$ cat src/shared/rdsc_pkg.sv
package rdsc_pkg;
  // register offsets
  localparam logic [7:0] OFS_OVR  = 8'h02;
  localparam logic [7:0] OFS_RSV3 = 8'h03;
  localparam logic [7:0] OFS_RSV4 = 8'h04;
  localparam logic [7:0] OFS_RSV5 = 8'h05;
  localparam logic [7:0] OFS_SLV  = 8'h06;
  localparam logic [7:0] OFS_DRST = 8'h07;
  // field positions
  localparam int BIT_DET_OVR  = 7;
  localparam int BIT_DET_VAL  = 6;
  localparam int BIT_PD_OVR   = 0;
  localparam int BIT_REG_EN   = 3;
  localparam int BIT_RST_REGS = 6;
  localparam int BIT_RST_MST  = 5;
  // reset values; fixed bits read back as their defaults
  localparam logic [7:0] RST_OVR  = 8'h00;
  localparam logic [7:0] RST_SLV  = 8'h10;
  localparam logic [7:0] RST_DRST = 8'h01;
  localparam logic [7:0] RST_RSV  = 8'h00;
  // slave address, arbitrary value; strapping is outside this block
  localparam logic [6:0] DEV_ADDR = 7'h58;
  localparam int CHANS = 8;
  localparam int SET_W = 3;
  localparam logic [3:0] BITS_BYTE = 4'h8;
  localparam logic [3:0] LAST_BIT  = 4'h7;
  typedef enum logic [5:0] {
    S_IDLE = 6'h01,
    S_DEV  = 6'h02,
    S_ACK  = 6'h04,
    S_RCV  = 6'h08,
    S_SEND = 6'h10,
    S_MACK = 6'h20
  } rdsc_state_e;
endpackage : rdsc_pkg

$ cat src/rtl/rdsc_smb_slave.sv
`timescale 1ns/10ps
`default_nettype none
module rdsc_smb_slave (
  input  wire logic       clock,
  input  wire logic       rst_n,
  input  wire logic       scl,
  input  wire logic       sdaIn,
  output logic            sdaOut,
  output logic            sdaOen_n,
  input  wire logic [7:0] rdData,
  output logic      [7:0] regAddr,
  output logic      [7:0] wrData,
  output logic            wrStb
);
  rdsc_pkg::rdsc_state_e stateR;
  logic       sclQ;
  logic       sdaQ;
  logic [7:0] shR;
  logic [3:0] cntR;
  logic       rwR;
  logic       byteR;
  logic [7:0] regAddrR;
  logic [7:0] wrDataR;
  logic       wrStbR;

  wire sclRise  = scl & ~sclQ;
  wire sclFall  = ~scl & sclQ;
  wire startC   = scl & sclQ & sdaQ & ~sdaIn;
  wire stopC    = scl & sclQ & ~sdaQ & sdaIn;
  wire byteDone = sclFall && (cntR == rdsc_pkg::BITS_BYTE);
  wire addrHit  = shR[7:1] == rdsc_pkg::DEV_ADDR;
  wire [7:0] shIn = {shR[6:0], sdaIn};
  wire [3:0] cntInc = 4'(cntR + 4'h1);

  always_ff @(posedge clock) begin
    if (!rst_n) begin
      sclQ <= 1'b1;
      sdaQ <= 1'b1;
    end else begin
      sclQ <= scl;
      sdaQ <= sdaIn;
    end
  end

  always_ff @(posedge clock) begin
    wrStbR <= 1'b0;
    if (!rst_n) begin
      stateR   <= rdsc_pkg::S_IDLE;
      shR      <= 8'h00;
      cntR     <= 4'h0;
      rwR      <= 1'b0;
      byteR    <= 1'b0;
      regAddrR <= 8'h00;
      wrDataR  <= 8'h00;
    end else if (startC) begin
      stateR <= rdsc_pkg::S_DEV;
      cntR   <= 4'h0;
      byteR  <= 1'b0;
    end else if (stopC) begin
      stateR <= rdsc_pkg::S_IDLE;
    end else begin
      case (stateR)
        rdsc_pkg::S_DEV: begin
          if (sclRise) begin
            shR  <= shIn;
            cntR <= cntInc;
          end else if (byteDone) begin
            rwR    <= shR[0];
            stateR <= addrHit ? rdsc_pkg::S_ACK : rdsc_pkg::S_IDLE;
          end
        end
        rdsc_pkg::S_RCV: begin
          if (sclRise) begin
            shR  <= shIn;
            cntR <= cntInc;
          end else if (byteDone) begin
            stateR <= rdsc_pkg::S_ACK;
            byteR  <= 1'b1;
            if (!byteR) begin
              regAddrR <= shR;
            end else begin
              wrDataR <= shR;
              wrStbR  <= 1'b1;
            end
          end
        end
        rdsc_pkg::S_ACK: begin
          if (sclFall) begin
            cntR <= 4'h0;
            if (rwR) begin
              stateR <= rdsc_pkg::S_SEND;
              shR    <= rdData;
            end else begin
              stateR <= rdsc_pkg::S_RCV;
            end
          end
        end
        rdsc_pkg::S_SEND: begin
          if (sclFall) begin
            shR  <= {shR[6:0], 1'b0};
            cntR <= cntInc;
            if (cntR == rdsc_pkg::LAST_BIT) begin
              stateR <= rdsc_pkg::S_MACK;
            end
          end
        end
        rdsc_pkg::S_MACK: begin
          // host nack ends the read; ack repeats the register
          if (sclRise && sdaIn) begin
            stateR <= rdsc_pkg::S_IDLE;
          end else if (sclRise) begin
            cntR <= 4'h0;
          end else if (sclFall && cntR == 4'h0) begin
            stateR <= rdsc_pkg::S_SEND;
            shR    <= rdData;
          end
        end
        default: begin
          stateR <= rdsc_pkg::S_IDLE;
        end
      endcase
    end
  end

  wire driveLow = (stateR == rdsc_pkg::S_ACK) ||
                  (stateR == rdsc_pkg::S_SEND && !shR[7]);
  assign sdaOut   = 1'b0;
  assign sdaOen_n = ~driveLow;
  assign regAddr  = regAddrR;
  assign wrData   = wrDataR;
  assign wrStb    = wrStbR;
endmodule : rdsc_smb_slave
`default_nettype wire

$ cat src/rtl/rdsc_ctrl_regs.sv
// How it works
// - override register bit 6 sets or clears the rx-detect machine reset.
// - override bit 0 set: register power-down; clear: power-down pin rules.
// - slave control bit 3 enables register control; register resets to 0x10.
// - register swing, de-emphasis, boost reach channels only while enabled.
// - reset register bit 6 returns all registers to defaults, self-clears.
// - reset register bit 5 resets the eeprom-loading master, self-clears.
// - override bit 7 lets register value replace automatic rx-detect reset.
// - write is start, address, offset, one data byte, acks, stop.
`timescale 1ns/10ps
`default_nettype none
module rdsc_ctrl_regs (
  input  wire logic                       clock,
  input  wire logic                       rst_n,
  input  wire logic                       scl,
  input  wire logic                       sdaIn,
  output logic                            sdaOut,
  output logic                            sdaOen_n,
  input  wire logic                       powerDownPin,
  input  wire logic [rdsc_pkg::CHANS-1:0] channelPowerDownReg,
  output logic      [rdsc_pkg::CHANS-1:0] channel_power_down,
  input  wire logic                       rxDetectAutoReset,
  output logic                            rxDetectReset,
  input  wire logic [rdsc_pkg::SET_W-1:0] pinSwing,
  input  wire logic [rdsc_pkg::SET_W-1:0] pinDeemphasis,
  input  wire logic [rdsc_pkg::SET_W-1:0] pinBoost,
  input  wire logic [rdsc_pkg::SET_W-1:0] regSwing,
  input  wire logic [rdsc_pkg::SET_W-1:0] regDeemphasis,
  input  wire logic [rdsc_pkg::SET_W-1:0] regBoost,
  output logic      [rdsc_pkg::SET_W-1:0] output_swing,
  output logic      [rdsc_pkg::SET_W-1:0] output_deemphasis,
  output logic      [rdsc_pkg::SET_W-1:0] equalizer_boost,
  output logic                            registerEnable,
  output logic                            registerFileReset,
  output logic                            masterSmReset
);
  logic [7:0] regAddr;
  logic [7:0] wrData;
  logic       wrStb;
  logic [7:0] rdData;

  logic rx_detect_reset_override_r;
  logic rx_detect_reset_value_r;
  logic power_down_pin_override_r;
  logic regEnR;
  logic rstRegsR;
  logic rstMstR;
  logic [rdsc_pkg::SET_W-1:0] swingR;
  logic [rdsc_pkg::SET_W-1:0] deemphR;
  logic [rdsc_pkg::SET_W-1:0] boostR;

  rdsc_smb_slave u_slave (
    .clock    (clock),
    .rst_n    (rst_n),
    .scl      (scl),
    .sdaIn    (sdaIn),
    .sdaOut   (sdaOut),
    .sdaOen_n (sdaOen_n),
    .rdData   (rdData),
    .regAddr  (regAddr),
    .wrData   (wrData),
    .wrStb    (wrStb)
  );

  // write decode
  wire wrOvr  = wrStb && regAddr == rdsc_pkg::OFS_OVR;
  wire wrSlv  = wrStb && regAddr == rdsc_pkg::OFS_SLV;
  wire wrDrst = wrStb && regAddr == rdsc_pkg::OFS_DRST;

  // read-back images; reserved bits return their defaults
  wire [7:0] rdOvr = {rx_detect_reset_override_r,
                      rx_detect_reset_value_r,
                      5'h00, power_down_pin_override_r};
  wire [7:0] rdSlv = rdsc_pkg::RST_SLV |
                     (8'(regEnR) << rdsc_pkg::BIT_REG_EN);
  wire [7:0] rdDrst = rdsc_pkg::RST_DRST |
                      (8'(rstRegsR) << rdsc_pkg::BIT_RST_REGS) |
                      (8'(rstMstR) << rdsc_pkg::BIT_RST_MST);

  assign rdData = (regAddr == rdsc_pkg::OFS_OVR)  ? rdOvr  :
                  (regAddr == rdsc_pkg::OFS_SLV)  ? rdSlv  :
                  (regAddr == rdsc_pkg::OFS_DRST) ? rdDrst :
                  rdsc_pkg::RST_RSV;

  // register file reset
  // a synchronous reset term, so the pulse lasts exactly one cycle
  wire softClear = !rst_n || rstRegsR;

  always_ff @(posedge clock) begin
    if (softClear) begin
      rx_detect_reset_override_r <= rdsc_pkg::RST_OVR[rdsc_pkg::BIT_DET_OVR];
      rx_detect_reset_value_r    <= rdsc_pkg::RST_OVR[rdsc_pkg::BIT_DET_VAL];
      power_down_pin_override_r  <= rdsc_pkg::RST_OVR[rdsc_pkg::BIT_PD_OVR];
    end else if (wrOvr) begin
      rx_detect_reset_override_r <= wrData[rdsc_pkg::BIT_DET_OVR];
      rx_detect_reset_value_r    <= wrData[rdsc_pkg::BIT_DET_VAL];
      power_down_pin_override_r  <= wrData[rdsc_pkg::BIT_PD_OVR];
    end
  end

  always_ff @(posedge clock) begin
    if (softClear) begin
      regEnR <= rdsc_pkg::RST_SLV[rdsc_pkg::BIT_REG_EN];
    end else if (wrSlv) begin
      regEnR <= wrData[rdsc_pkg::BIT_REG_EN];
    end
  end

  // master reset pulse
  // writes are a full byte apart, so a clear never meets a new set
  always_ff @(posedge clock) begin
    if (!rst_n) begin
      rstRegsR <= rdsc_pkg::RST_DRST[rdsc_pkg::BIT_RST_REGS];
      rstMstR  <= rdsc_pkg::RST_DRST[rdsc_pkg::BIT_RST_MST];
    end else begin
      rstRegsR <= wrDrst && wrData[rdsc_pkg::BIT_RST_REGS];
      rstMstR  <= wrDrst && wrData[rdsc_pkg::BIT_RST_MST];
    end
  end

  // gate settings
  // hold last applied values while disabled would surprise; pins rule instead
  always_ff @(posedge clock) begin
    if (!rst_n) begin
      swingR  <= '0;
      deemphR <= '0;
      boostR  <= '0;
    end else begin
      swingR  <= regEnR ? regSwing      : pinSwing;
      deemphR <= regEnR ? regDeemphasis : pinDeemphasis;
      boostR  <= regEnR ? regBoost      : pinBoost;
    end
  end

  wire [rdsc_pkg::CHANS-1:0] pdSel = power_down_pin_override_r ?
                  channelPowerDownReg : {rdsc_pkg::CHANS{powerDownPin}};
  wire rxSel = rx_detect_reset_override_r ?
               rx_detect_reset_value_r : rxDetectAutoReset;

  logic [rdsc_pkg::CHANS-1:0] pdR;
  logic                       rxR;
  always_ff @(posedge clock) begin
    if (!rst_n) begin
      pdR <= '0;
      rxR <= 1'b0;
    end else begin
      pdR <= pdSel;
      rxR <= rxSel;
    end
  end

  assign channel_power_down = pdR;
  assign rxDetectReset      = rxR;
  assign output_swing       = swingR;
  assign output_deemphasis  = deemphR;
  assign equalizer_boost    = boostR;
  assign registerEnable     = regEnR;
  assign registerFileReset  = rstRegsR;
  assign masterSmReset      = rstMstR;
endmodule : rdsc_ctrl_regs
`default_nettype wire

$ cat config.mk
export PLATFORM = sky130hd
export DESIGN_NAME = rdsc_ctrl_regs
export DESIGN_NICKNAME = d
export VERILOG_FILES = /design/src/shared/rdsc_pkg.sv /design/src/rtl/rdsc_smb_slave.sv /design/src/rtl/rdsc_ctrl_regs.sv
export SDC_FILE = /design/constraint.sdc
export NUM_CORES = 1
export LEC_CHECK = 0
export ABC_AREA = 1
export BUFFER_PORTS_ARGS = -buffer_cell sky130_fd_sc_hd__clkbuf_2
export CAP_MARGIN = 20
export CORE_UTILIZATION = 50
export CTS_BUF_LIST = sky130_fd_sc_hd__clkbuf_8 sky130_fd_sc_hd__clkbuf_16
export DETAILED_ROUTE_END_ITERATION = 8
export PLACE_DENSITY = 0.75
export SYNTH_ARGS = -nofsm -noshare
export SYNTH_HDL_FRONTEND = slang
export SYNTH_HIERARCHICAL = 1
export SYNTH_SLANG_ARGS = --single-unit
$ cat constraint.sdc
create_clock -name clock -period 1.5 [get_ports clock]
set_input_delay 0.15 -clock clock [delete_from_list [all_inputs] [get_ports clock]]
set_output_delay 0.15 -clock clock [all_outputs]
set_load 0.1 [all_outputs]
==> summary.md <==
| Metric | Value |
|---|---|
| Run status | finished, violations left |
| Failing checks | negative setup slack |
| Finish-stage setup viols | 21 |
| Wire length per cell | 13.7 µm |
| Drt drc | 0 |
| Grt ovf | 0 |
| Clk buf depth | 2 |
| I/O Buffers | 53 |
| Reg-to-reg critical path startpoint | u_slave/stateR[3] |
| Worst EP required | 1.72 ns |
| Clock Sinks | 60 |
| Placed Cells | 582 |
| Worst-case hold slack | 0.0413 ns |
| N_diodes | 0 |
| Final setup skew | 0.00735 ns |
| Num rows | 27 |
| Slew HR | 62.9% |
| Period utilization | 111% |
| Routed via count | 3239 |
| Final worst slack | -0.160 ns |
| Nets | 567 |
| Chip width | 79.5 µm |
| Starting density of the core | 53.2% |
| Hold Path Origin | regBoost[1] |
| Max cap viols | 0 |
| Vias in the first global route | 2844 |
| Cell Count, Final, Fillers Out | 610 |
| Hpwl dp | 5310 µm |
| DIE AREA | 0.00632 mm² |
| Clock transition at path regs | 0.07 ns |
| Final wirelength | 8360 µm |
| CTS Buf Count | 9 |
| Unrepaired setup endpoints after global routing | yes |
| Drt first-iter violations | 236 |
| Root Driver | clkbuf_8 |
| # IOs | 55 |
| Mapped Area | 0.00300 mm² |
| Detail Route Antenna Nets | 0 |
| Max Clock Freq | 602 MHz |
| CORE AREA | 0.00564 mm² |
| Final hold violation count | 0 |
| CP Max Fanout | 8 |
| DRT Pass-1 Iters | 7 |
| Yosys warns | 6 |
| Die H | 79.5 µm |
| Crit. Startpoint | u_slave/stateR[3] |
| Pwr dens | 827 mW/mm² |
| Crit path time final | 1.66 ns |
| First-pass GRT wire length | 12500 µm |
| Pre-CTS setup slack | -0.145 ns |
| Quantity of hold-fixing buffers added after cts | 0 |
| TritonCTS clock tree | done |
| Setup CP Type | flop to flop |
| Post-Syn Instances | 442 |
| Area Growth Syn to Fin | 43.0% |
| Final Max Slew Viols | 0 |
| Initial antenna violation count | 0 |
| Hold/Removal Path Class | input port to flop |
| Crit. End Element | flop |
| Fill cells | 376 |
| Startpoint types | flop |
| CTS H-tree lvls | 3 |
| Gr usage total | 25.5% |
| GP Congestion | 0.934 |
| CP Data Arrival Time | 1.88 ns |
| Syn Area/Cell | 6.80 µm² |
| Vias/cell | 5.31 |
| Largest net degree at the start of global routing | 27 |
| Clock Latency Late Sink | 0.33 ns |
| Share of cells above drive strength 1 | 41.4% |
| Leak | 1.91 nW |
| Worst-Margin Slew | 0.559 ns |
| VDD IR-drop max | 720 µV |
==> metrics by stage <==
stage / utilization (%) / instance area, µm² / TNS, ns / power, mW
after detailed placement: 62.7 / 3540 / -2.33 / 2.08
after floorplan: - / 3020 / 0 / 1.97
final: 76.1 / 4300 / -1.29 / 3.55
after global routing: 76.1 / 4300 / -3.76 / 3.68
after global placement: 62.7 / 3540 / -1.19 / 2.07
after CTS: 70.2 / 3960 / -0.376 / 3.56
==> critical path, cell delays in order, from the launching register on <==
cell	delay [ns]
dfxtp_4	0.37
nor2_4	0.23
nand2_2	0.12
nor2_4	0.15
nand3_2	0.13
nand2_2	0.10
nor2_4	0.06
clkbuf_16	0.17
a21oi_1	0.16
nor2_1	0.07
==> power breakdown <==
part	internal [mW]	switching [mW]
sequential	1.62	0.0134
clock	0.846	0.626
combinational	0.110	0.339
total	2.57	0.979
==> layout by cell type (no fill, tap or decap), drive strengths merged <==
cell type / count
nor2: 93
nand2: 89
clkbuf: 64
inv: 64
dfxtp: 60
buf: 40
a21oi: 35
o21ai: 33
nand3: 31
nand4: 10
nor3: 4
conb: 3
clkinv: 2
ha: 2
clkinvlp: 1
bufinv: 1
o22ai: 1
a21boi: 1
xnor2: 1
xor2: 1
o311a: 1
nor4: 1
==> registers in the layout (all words and copies together), names as in the netlist, 3 cells and up <==
name	cells
u_slave/regAddr	8
u_slave/cntR	4
output_deemphasis	3
u_slave/wrData	5
equalizer_boost	3
channel_power_down	8
u_slave/shR	8
u_slave/stateR	6
output_swing	3
==> repair_timing <==
action                     in CTS  in global routing
gates cloned                    1                  1
setup endpoints to repair      26                 33
gates resized for setup        39                 98
pin swaps                       5                 40
buffers inserted                7                  3
hold endpoints to repair        0                  0
==> per-layer routing <==
layer	track usage (%)	vias to the layer above	wire (µm)
li1	-	1581	-
met1	29.7	1491	3350
met2	44.9	141	4280
met3	6.86	26	530
met4	8.18	0	204
met5	0	-	0
==> cell type report <==
type,count,area [µm²],area share (%)
Clock buffer,11,151,3.52
Clock inverter,5,51.3,1.19
Inverter,63,236,5.51
Multi-Input combinational cell,306,1850,43.0
Sequential cell,60,1230,28.6
Tap cell,72,90.1,2.10
Timing Repair Buffer,93,689,16.1
==> final timing paths <==
check | cells past startpoint | to | slack, ns
setup / recovery | 9 | u_slave/shR[3] | -0.16
hold / removal | 3 | equalizer_boost[1] | 0.04
setup reg to reg | 9 | u_slave/shR[3] | -0.16
hold reg to reg | 2 | masterSmReset | 0.45
Power figures use the tool's default switching activity.
